**src/rtl/cvp_pkg.sv**
```systemverilog
// constants of the cell voltage protection block
package cvp_pkg;

  // ==========================================================================
  // code format and register map
  localparam int                 CODE_W      = 12;
  localparam int                 NUM_CFG     = 11;
  localparam int                 IDX_OV_LOCK = 0;
  localparam int                 IDX_UV_LOCK = 1;
  localparam int                 IDX_OV_LVL  = 2;
  localparam int                 IDX_OV_REC  = 3;
  localparam int                 IDX_OV_DLY  = 4;
  localparam int                 IDX_UV_LVL  = 5;
  localparam int                 IDX_UV_REC  = 6;
  localparam int                 IDX_UV_DLY  = 7;
  localparam int                 IDX_SLP_LVL = 8;
  localparam int                 IDX_SLP_DLY = 9;
  localparam int                 IDX_PC_LVL  = 10;
  localparam int                 IDX_STATUS  = 11;

  // ==========================================================================
  // values after reset, indexed as above
  localparam logic [11:0] CFG_RST [NUM_CFG] = '{
    12'he80, 12'h600, 12'he2a, 12'hdd5, 12'h201, 12'h900,
    12'ha00, 12'h201, 12'h6aa, 12'h201, 12'h7aa
  };

  // ==========================================================================
  // status bit positions
  localparam int                 ST_OV       = 0;
  localparam int                 ST_UV       = 1;
  localparam int                 ST_OV_LOCK  = 2;
  localparam int                 ST_UV_LOCK  = 3;
  localparam int                 ST_SLEEP    = 4;
  localparam int                 ST_PRECHG   = 5;

  // ==========================================================================
  // delay code fields: value in [8:0], unit in [10:9] (00 ms, else s)
  localparam int                 DLY_VAL_MSB = 8;
  localparam int                 DLY_UNIT_LSB = 9;
  localparam int                 DLY_UNIT_MSB = 10;

  // ==========================================================================
  // timing
  localparam int                 CLK_PERIOD_NS  = 50;
  localparam int                 MS_TIME_NS     = 1000000;
  localparam int                 MS_CYCLES      = MS_TIME_NS / CLK_PERIOD_NS;
  localparam int                 MS_PER_S       = 1000;
  localparam int                 UV_EXTRA_S     = 2;
  localparam int                 UV_EXTRA_MS    = UV_EXTRA_S * MS_PER_S;
  localparam int                 LOCK_SAMPLES   = 5;
  // 117 mV at 4.8 V / 4096 per code
  localparam logic [12:0]        PC_HYST_CODES  = 13'h0064;
  localparam int                 TMR_W          = 21;

endpackage

```
**src/rtl/cvp_top.sv**
```systemverilog
// cell voltage protection: thresholds, lockouts, timers and wishbone registers
`timescale 1ns/1ps
module cvp_top #(
  parameter int P_MS_CYCLES = cvp_pkg::MS_CYCLES
) (
  // clock and reset
  input  wire logic        i_core_clk,
  input  wire logic        i_rst_b,
  // wishbone slave
  input  wire logic        i_wb_cyc,
  input  wire logic        i_wb_stb,
  input  wire logic        i_wb_we,
  input  wire logic [7:0]  i_wb_adr,
  input  wire logic [3:0]  i_wb_sel,
  input  wire logic [31:0] i_wb_dat,
  output logic      [31:0] o_wb_dat,
  output logic             o_wb_ack,
  // cell samples from the measurement front end
  input  wire logic        i_smp_valid,
  input  wire logic [11:0] i_smp_code,
  input  wire logic        i_smp_last,
  // protection flags
  output logic             o_overvoltage,
  output logic             o_undervoltage,
  output logic             o_ov_lockout,
  output logic             o_uv_lockout,
  output logic             o_sleep,
  output logic             o_precharge
);

  // ==========================================================================
  // configuration registers
  logic [11:0] cfg_q [cvp_pkg::NUM_CFG];
  logic        ack_q;
  logic [31:0] rdat_q;
  logic [3:0]  idx;
  logic        acc_en;
  logic [5:0]  status;
  logic [31:0] rd_word;

  assign idx    = i_wb_adr[5:2];
  assign acc_en = i_wb_cyc && i_wb_stb && !ack_q;

  // one writer per entry: a write to the status word or an unmapped word touches nothing
  for (genvar e = 0; e < cvp_pkg::NUM_CFG; e++) begin : g_cfg
    logic wr_hit;
    assign wr_hit = acc_en && i_wb_we && (int'(idx) == e);
    always_ff @(posedge i_core_clk or negedge i_rst_b) begin
      if (!i_rst_b) begin
        cfg_q[e] <= cvp_pkg::CFG_RST[e];
      end else if (wr_hit) begin
        if (i_wb_sel[0]) begin
          cfg_q[e][7:0] <= i_wb_dat[7:0];
        end
        if (i_wb_sel[1]) begin
          cfg_q[e][11:8] <= i_wb_dat[11:8];
        end
      end
    end
  end

  // read word picked without ever indexing past the table
  always_comb begin
    rd_word = 32'h0000_0000;
    for (int k = 0; k < cvp_pkg::NUM_CFG; k++) begin
      if (int'(idx) == k) begin
        rd_word = {20'h00000, cfg_q[k]};
      end
    end
    if (int'(idx) == cvp_pkg::IDX_STATUS) begin
      rd_word = {26'h0000000, status};
    end
  end

  // answer one cycle after the strobe; unmapped reads return zero
  always_ff @(posedge i_core_clk or negedge i_rst_b) begin
    if (!i_rst_b) begin
      ack_q  <= 1'b0;
      rdat_q <= 32'h0000_0000;
    end else begin
      ack_q <= acc_en;
      if (acc_en && !i_wb_we) begin
        rdat_q <= rd_word;
      end
    end
  end

  assign o_wb_ack = ack_q;
  assign o_wb_dat = rdat_q;

  // ==========================================================================
  // per-sample comparisons, gathered over one scan of all cells
  localparam int NHIT = 9;
  // positions in the hit vector
  localparam int H_OV_LOCK = 0;
  localparam int H_UV_LOCK = 1;
  localparam int H_OV      = 2;
  localparam int H_OV_REC  = 3;
  localparam int H_UV      = 4;
  localparam int H_UV_REC  = 5;
  localparam int H_SLEEP   = 6;
  localparam int H_PC      = 7;
  localparam int H_PC_REL  = 8;

  logic [NHIT-1:0] hit;
  logic [NHIT-1:0] acc_q;
  logic [NHIT-1:0] scan_q;
  logic [NHIT-1:0] merged;
  logic            scan_done_q;
  logic [12:0]     pc_rel;

  assign pc_rel = {1'b0, cfg_q[cvp_pkg::IDX_PC_LVL]} + cvp_pkg::PC_HYST_CODES;

  // recovery and hysteresis bits mark a cell not yet past the level: a clear needs none
  always_comb begin
    hit[H_OV_LOCK] = i_smp_code > cfg_q[cvp_pkg::IDX_OV_LOCK];
    hit[H_UV_LOCK] = i_smp_code < cfg_q[cvp_pkg::IDX_UV_LOCK];
    hit[H_OV]      = i_smp_code > cfg_q[cvp_pkg::IDX_OV_LVL];
    hit[H_OV_REC]  = i_smp_code >= cfg_q[cvp_pkg::IDX_OV_REC];
    hit[H_UV]      = i_smp_code < cfg_q[cvp_pkg::IDX_UV_LVL];
    hit[H_UV_REC]  = i_smp_code <= cfg_q[cvp_pkg::IDX_UV_REC];
    hit[H_SLEEP]   = i_smp_code < cfg_q[cvp_pkg::IDX_SLP_LVL];
    hit[H_PC]      = i_smp_code < cfg_q[cvp_pkg::IDX_PC_LVL];
    hit[H_PC_REL]  = {1'b0, i_smp_code} <= pc_rel;
  end

  // hits gather over a scan and are judged once its last cell is in
  assign merged = acc_q | hit;

  always_ff @(posedge i_core_clk or negedge i_rst_b) begin
    if (!i_rst_b) begin
      acc_q       <= '0;
      scan_q      <= '0;
      scan_done_q <= 1'b0;
    end else begin
      scan_done_q <= i_smp_valid && i_smp_last;
      if (i_smp_valid) begin
        acc_q <= i_smp_last ? '0 : merged;
        if (i_smp_last) begin
          scan_q <= merged;
        end
      end
    end
  end

  // ==========================================================================
  // lockouts: 0 overvoltage, 1 undervoltage
  logic [1:0] lk_set;
  logic [1:0] lk_clr;
  logic [1:0] lk_q;

  assign lk_set = {scan_q[H_UV_LOCK], scan_q[H_OV_LOCK]};
  assign lk_clr = {~scan_q[H_UV_REC], ~scan_q[H_OV_REC]};

  // a scan that neither sets nor clears keeps the lock and restarts the count
  for (genvar g = 0; g < 2; g++) begin : g_lock
    // the count stops at five, so a long run over the limit cannot wrap
    logic [2:0] cnt_q;
    always_ff @(posedge i_core_clk or negedge i_rst_b) begin
      if (!i_rst_b) begin
        cnt_q   <= 3'h0;
        lk_q[g] <= 1'b0;
      end else if (scan_done_q) begin
        if (lk_set[g]) begin
          if (int'(cnt_q) < cvp_pkg::LOCK_SAMPLES) begin
            cnt_q <= cnt_q + 3'h1;
          end
          if (int'(cnt_q) >= cvp_pkg::LOCK_SAMPLES - 1) begin
            lk_q[g] <= 1'b1;
          end
        end else begin
          cnt_q <= 3'h0;
          if (lk_clr[g]) begin
            lk_q[g] <= 1'b0;
          end
        end
      end
    end
  end

  // ==========================================================================
  // millisecond tick
  // free running: the first step of a delay may be up to one tick short
  logic [$clog2(P_MS_CYCLES)-1:0] div_q;
  logic                           ms_tick_q;

  always_ff @(posedge i_core_clk or negedge i_rst_b) begin
    if (!i_rst_b) begin
      div_q     <= '0;
      ms_tick_q <= 1'b0;
    end else begin
      ms_tick_q <= int'(div_q) == P_MS_CYCLES - 1;
      if (int'(div_q) == P_MS_CYCLES - 1) begin
        div_q <= '0;
      end else begin
        div_q <= div_q + 1'b1;
      end
    end
  end

  // delay code to milliseconds
  // bit 11 of a delay code is kept but has no effect
  function automatic logic [cvp_pkg::TMR_W-1:0] dly_ms(input logic [11:0] code);
    logic [cvp_pkg::TMR_W-1:0] v;
    v = cvp_pkg::TMR_W'(code[cvp_pkg::DLY_VAL_MSB:0]);
    if (code[cvp_pkg::DLY_UNIT_MSB:cvp_pkg::DLY_UNIT_LSB] == 2'b00) begin
      dly_ms = v;
    end else begin
      dly_ms = cvp_pkg::TMR_W'(v * cvp_pkg::TMR_W'(cvp_pkg::MS_PER_S));
    end
  endfunction

  // ==========================================================================
  // qualified conditions: 0 overvoltage, 1 undervoltage, 2 sleep
  logic [2:0]                tm_set;
  logic [2:0]                tm_clr;
  logic [2:0]                tm_q;
  logic [cvp_pkg::TMR_W-1:0] tgt_set [3];
  logic [cvp_pkg::TMR_W-1:0] tgt_clr [3];

  assign tm_set = {scan_q[H_SLEEP], scan_q[H_UV], scan_q[H_OV]};
  assign tm_clr = {~scan_q[H_SLEEP], ~scan_q[H_UV_REC], ~scan_q[H_OV_REC]};

  // undervoltage release runs two seconds longer than its detection
  always_comb begin
    tgt_set[0] = dly_ms(cfg_q[cvp_pkg::IDX_OV_DLY]);
    tgt_clr[0] = tgt_set[0];
    tgt_set[1] = dly_ms(cfg_q[cvp_pkg::IDX_UV_DLY]);
    tgt_clr[1] = tgt_set[1] + cvp_pkg::TMR_W'(cvp_pkg::UV_EXTRA_MS);
    tgt_set[2] = dly_ms(cfg_q[cvp_pkg::IDX_SLP_DLY]);
    tgt_clr[2] = tgt_set[2];
  end

  // the count restarts whenever the condition drops, so a delay is one unbroken span
  // a zero delay still takes one clock to act
  for (genvar g = 0; g < 3; g++) begin : g_tmr
    logic [cvp_pkg::TMR_W-1:0] cnt_q;
    logic                      run;
    logic [cvp_pkg::TMR_W-1:0] tgt;
    assign run = tm_q[g] ? tm_clr[g] : tm_set[g];
    assign tgt = tm_q[g] ? tgt_clr[g] : tgt_set[g];
    always_ff @(posedge i_core_clk or negedge i_rst_b) begin
      if (!i_rst_b) begin
        cnt_q   <= '0;
        tm_q[g] <= 1'b0;
      end else if (!run) begin
        cnt_q <= '0;
      end else if (cnt_q >= tgt) begin
        tm_q[g] <= ~tm_q[g];
        cnt_q   <= '0;
      end else if (ms_tick_q) begin
        cnt_q <= cnt_q + 1'b1;
      end
    end
  end

  // ==========================================================================
  // precharge with hysteresis
  // between the level and the level plus hysteresis the flag holds its state
  logic pc_q;

  always_ff @(posedge i_core_clk or negedge i_rst_b) begin
    if (!i_rst_b) begin
      pc_q <= 1'b0;
    end else if (scan_done_q) begin
      if (scan_q[H_PC]) begin
        pc_q <= 1'b1;
      end else if (!scan_q[H_PC_REL]) begin
        pc_q <= 1'b0;
      end
    end
  end

  // status bits, low to high: ov, uv, ov lockout, uv lockout, sleep, precharge
  assign status = {pc_q, tm_q[2], lk_q[1], lk_q[0], tm_q[1], tm_q[0]};

  // flags leave straight from their registers
  assign o_overvoltage  = tm_q[0];
  assign o_undervoltage = tm_q[1];
  assign o_ov_lockout   = lk_q[0];
  assign o_uv_lockout   = lk_q[1];
  assign o_sleep        = tm_q[2];
  assign o_precharge    = pc_q;

endmodule

```
**config.mk**
```make
export PLATFORM = sky130hd
export DESIGN_NAME = cvp_top
export DESIGN_NICKNAME = d
export VERILOG_FILES = /design/src/rtl/cvp_pkg.sv /design/src/rtl/cvp_top.sv
export SDC_FILE = /design/constraint.sdc
export NUM_CORES = 1
export LEC_CHECK = 0
export ABC_AREA = 1
export BUFFER_PORTS_ARGS = -buffer_cell sky130_fd_sc_hd__buf_2
export CAP_MARGIN = 10
export CORE_ASPECT_RATIO = 0.6
export CORE_MARGIN = 2
export CORE_UTILIZATION = 27
export DETAILED_ROUTE_END_ITERATION = 7
export SLEW_MARGIN = 0
export SYNTH_ARGS = -nofsm -noshare
export SYNTH_HDL_FRONTEND = slang
export SYNTH_SLANG_ARGS = --single-unit
```
**constraint.sdc**
```tcl
create_clock -name i_core_clk -period 5 [get_ports i_core_clk]
set_input_delay 1 -clock i_core_clk [delete_from_list [all_inputs] [get_ports i_core_clk]]
set_output_delay 1 -clock i_core_clk [all_outputs]
set_load 0.02 [all_outputs]
```
==> metrics.md <==
| Metric | Value |
|---|---|
| Setup TNS | `-24690 ps` |
| Clk slew on worst S/H paths | `70 ps` |
| Ports | `102` |
| Final wirelength | `63800 um` |
| Setup violators final | `64` |
| Power density cells | `285 nW/um2` |
| Failing checks | `setup timing` |
| Clock skew | `42.6 ps` |
| CTS buffer count | `25` |
| Core area | `77400 um2` |
| Iteration-0 DRC Markers | `1523` |
| Worst relative slew slack | `37.5%` |
| Worst hold-check path type | `primary input to async pin` |
| Slew of the pin with the lowest slew margin | `934 ps` |
| GRT Util Overall | `15.6%` |
| Post-DP Area | `23900 um2` |
| Hold_buf cts | `0` |
| Leak | `0.0123 uW` |
| Final min period | `5500 ps` |
| PnR worst setup slack | `-497 ps` |
| Post-synth top flop | `dfrtp_1` |
| Final antenna-violating net count | `0` |
| R2r setup slk | `-500 ps` |
| Max-Cap Viols | `0` |
| Post-synth EDFFs | `0` |
| Max incr delay on CP | `500 ps` |
| Data required time of the worst path | `5500 ps` |
| FFs w/ async S/R, synth | `100%` |
| Layout overhead on the synthesized area | `22.6%` |
| Die area | `80400 um2` |
| Reg2Reg Depth | `30` |
| Clock root buffer | `clkbuf_16` |
| Final worst-path cycle share | `110%` |
| CP endpoint kind | `flip-flop` |
| RSZ-0062 raised after global routing | `true` |
| Share of layout cells above drive strength 1 | `18.5%` |
| Initial antenna violation count | `0` |
| WL per Instance | `16.1 um` |
| Cell taking the most area after synthesis | `dfrtp_1` |
| Finished Core Util | `33.4%` |
| Worst setup SP type | `flip-flop` |
| Top cells by area, synth | `dfrtp_1, ha_1, nand2_1` |
| Worst path slowest cell | `fa_1` |
| R2R Path End | `g_tmr[1].cnt_q[8]$_DFFE_PN0P_` |
| Final Hold Fails | `0` |
| Clk sinks | `255` |
| Fmax | `0.182 GHz` |
| # fillers | `8037` |
| Row count | `79` |
| Remaining routing DRC violations | `0` |
| Met2 global-route usage | `19.6%` |
| Syn Inst Count | `2680` |
| Layer with the highest usage | `met1` |
| CTS tree | `built` |
| Clk_lat worst skew | `620 ps` |
| Finished Cell Area | `25800 um2` |
| Die X-Extent | `365 um` |
| M3 GR Usage | `4.26%` |
| Syn Area/Cell | `7.86 um2` |
| Synth Register Bits | `255` |
| Via density | `4.72` |
| Synth warn | `0` |
| H-tree lvl count | `1` |
| Clock Path Buffers | `3` |
| Synth top area share | `25.2%` |
| Drt pass-1 iters | `5` |
| Final #Nets | `3325` |
| Yosys cell types | `49` |
| Global route overflow | `0` |
| Final Wtd Congestion | `0.928` |
| Initial core utilization | `27.2%` |
| Via count | `18700` |
| I/O Buffers | `55` |
| Vias in the first global route | `17100` |
| Met1 Use GR | `26.0%` |
| Seq/Total Area, Yosys | `30.5%` |
| CP arrival | `6000 ps` |
| Critical path class | `flip-flop to flip-flop` |
| Largest net degree at the start of global routing | `93` |
| Reg area | `6450 um2` |
| Area of the multi-input gates | `13800 um2` |
| Global-route wire length before repair | `99000 um` |
| DP HPWL | `48400 um` |
| Status | `complete, but fails checks` |
| Die Ht | `220 um` |
| Reg2Reg Launch Point | `cfg_q[38]$_DFFE_PN0P_` |
| Worst-path maximum fanout | `5` |
| Mapped Area | `21100 um2` |
| Max rail drop VDD | `0.000237 V` |
| Max Transition Viols Final | `0` |
-- stage by stage --
stage / hold WS (ps) / std cells / power (uW) / setup WS, ps
4_1_cts: 358 / 3966 / 7120 / -439
5_1_grt: 365 / 3972 / 7830 / -767
3_3_place_gp: 463 / 3907 / 4730 / -444
2_1_floorplan: 444 / 2701 / 3880 / -127
6_report: 323 / 3974 / 7360 / -497
3_5_place_dp: 464 / 3907 / 4770 / -513
-- cells by family after synthesis --
kind of cell / count (synthesis) / share of synthesized area (%)
simple gates: 1039 / 21.2
compound gates: 478 / 12.0
buf+inv: 471 / 8.86
fa+ha+maj: 362 / 24.2
flops: 255 / 30.5
xor+xnor: 72 / 2.99
mux: 2 / 0.0950
other cells: 1 / 0.0178
-- cell usage in the layout, fill, tap and decap left out, types with 7 or more instances in the layout --
cell type / Yosys / final
buf_2: 11 / 54
o21ai_1: 1 / 17
nor3_1: 56 / 46
buf_4: 23 / 166
ha_4: 0 / 12
nand2_2: 3 / 25
nand2_4: 0 / 11
nor2_2: 6 / 18
ha_1: 285 / 271
nand3_1: 115 / 98
conb_1: 1 / 22
dfstp_2: 43 / 43
clkbuf_16: 0 / 27
buf_6: 0 / 13
nor3_2: 2 / 7
inv_1: 396 / 380
nand3b_1: 9 / 9
o21ai_0: 244 / 224
o21a_1: 9 / 9
o22ai_1: 8 / 8
nor2_4: 3 / 29
dfrtp_1: 212 / 202
dfrtp_2: 0 / 10
xnor2_1: 18 / 18
inv_2: 2 / 16
nand2_1: 558 / 525
o211ai_1: 8 / 8
nand3_2: 3 / 19
nand4_1: 63 / 63
fa_1: 77 / 76
xor2_1: 54 / 53
a21oi_1: 171 / 142
a21oi_2: 0 / 26
nor2_1: 196 / 158
-- repair_timing --
| action | in CTS | in global routing |
|---|---|---|
| setup buffers | 9 | 8 |
| endpoints found under the setup margin | 64 | 64 |
| gates cloned | 4 | 2 |
| endpoints found under the hold margin | 0 | 0 |
| pin swaps | 39 | 46 |
| resized for setup | 97 | 148 |
-- layer usage --
| layer | vias up | wire length [um] |
|---|---|---|
| li1 | 9245 | - |
| met1 | 8872 | 33700 |
| met2 | 564 | 23200 |
| met3 | 58 | 6270 |
| met4 | 0 | 728 |
| met5 | - | 0 |
-- critical path: cells and delay by family (launching register included) --
kind / cells / cell delay (ps)
simple gates: 13 / 1420
buf+inv: 7 / 690
fa+ha+maj: 6 / 2320
xor+xnor: 2 / 320
flops: 1 / 440
compound gates: 2 / 200
-- Yosys cell counts (2+ instances only) --
master	count
buf_2	11
nand2_2	3
nand2_1	558
dfstp_2	43
mux2i_1	2
xnor2_1	18
o21bai_1	5
o21a_1	9
inv_1	396
and2_1	2
nand3_1	115
clkinv_1	2
nand3b_1	9
a21boi_0	4
inv_2	2
nand3_2	3
o21ai_0	244
a21o_1	6
dfrtp_1	212
or2_2	4
nand4_1	63
a21oi_1	171
nor3_2	2
xor2_1	54
o31ai_1	6
nor2_4	3
o2111ai_1	3
fa_1	77
buf_4	23
ha_1	285
clkbuf_1	37
nor2_2	6
nor4_1	9
a31oi_1	6
o211ai_1	8
a211oi_1	5
nor3b_1	5
nor2_1	196
o22ai_1	8
nor3_1	56
-- how the worst max path moves through the flow --
stage,from,end,slack (ps),cells past startpoint
after floorplan,cfg_q[36]$_DFFE_PN1P_,g_tmr[1].cnt_q[8]$_DFFE_PN0P_,-130,29
after CTS,cfg_q[14]$_DFFE_PN0P_,g_tmr[2].cnt_q[18]$_DFFE_PN0P_,-440,28
final,cfg_q[38]$_DFFE_PN0P_,g_tmr[1].cnt_q[8]$_DFFE_PN0P_,-500,30
after global placement,cfg_q[74]$_DFFE_PN0P_,o_overvoltage$_DFFE_PN0P_,-440,26
after global routing,cfg_q[39]$_DFFE_PN0P_,g_tmr[1].cnt_q[8]$_DFFE_PN0P_,-770,30
after detailed placement,cfg_q[74]$_DFFE_PN0P_,o_overvoltage$_DFFE_PN0P_,-510,26
-- cell type report --
cell class | instances | share of cell area, %
clock buffers | 33 | 2.65
flip-flops and latches | 255 | 25.0
diodes | 2 | 0.0194
repair buffers | 243 | 7.29
well taps | 1053 | 5.10
multi-input cells | 1975 | 53.4
inverters | 400 | 5.83
clock inverters | 13 | 0.755
-- flip-flops by register name (all words and copies together) (netlist names), 6 cells and up --
register      flops
g_lock.cnt_q      6
div_q            15
cfg_q           132
acc_q             9
g_tmr.cnt_q      63
scan_q            9
o_wb_dat         12
-- power breakdown --
| part | internal, uW | leakage [uW] | switching (uW) | total (uW) |
|---|---|---|---|---|
| clock network | 1190 | 0.000428 | 971 | 2160 |
| registers | 2230 | 0.00329 | 156 | 2390 |
| logic | 1170 | 0.00858 | 1640 | 2810 |
(Power assumes the default switching activity.)
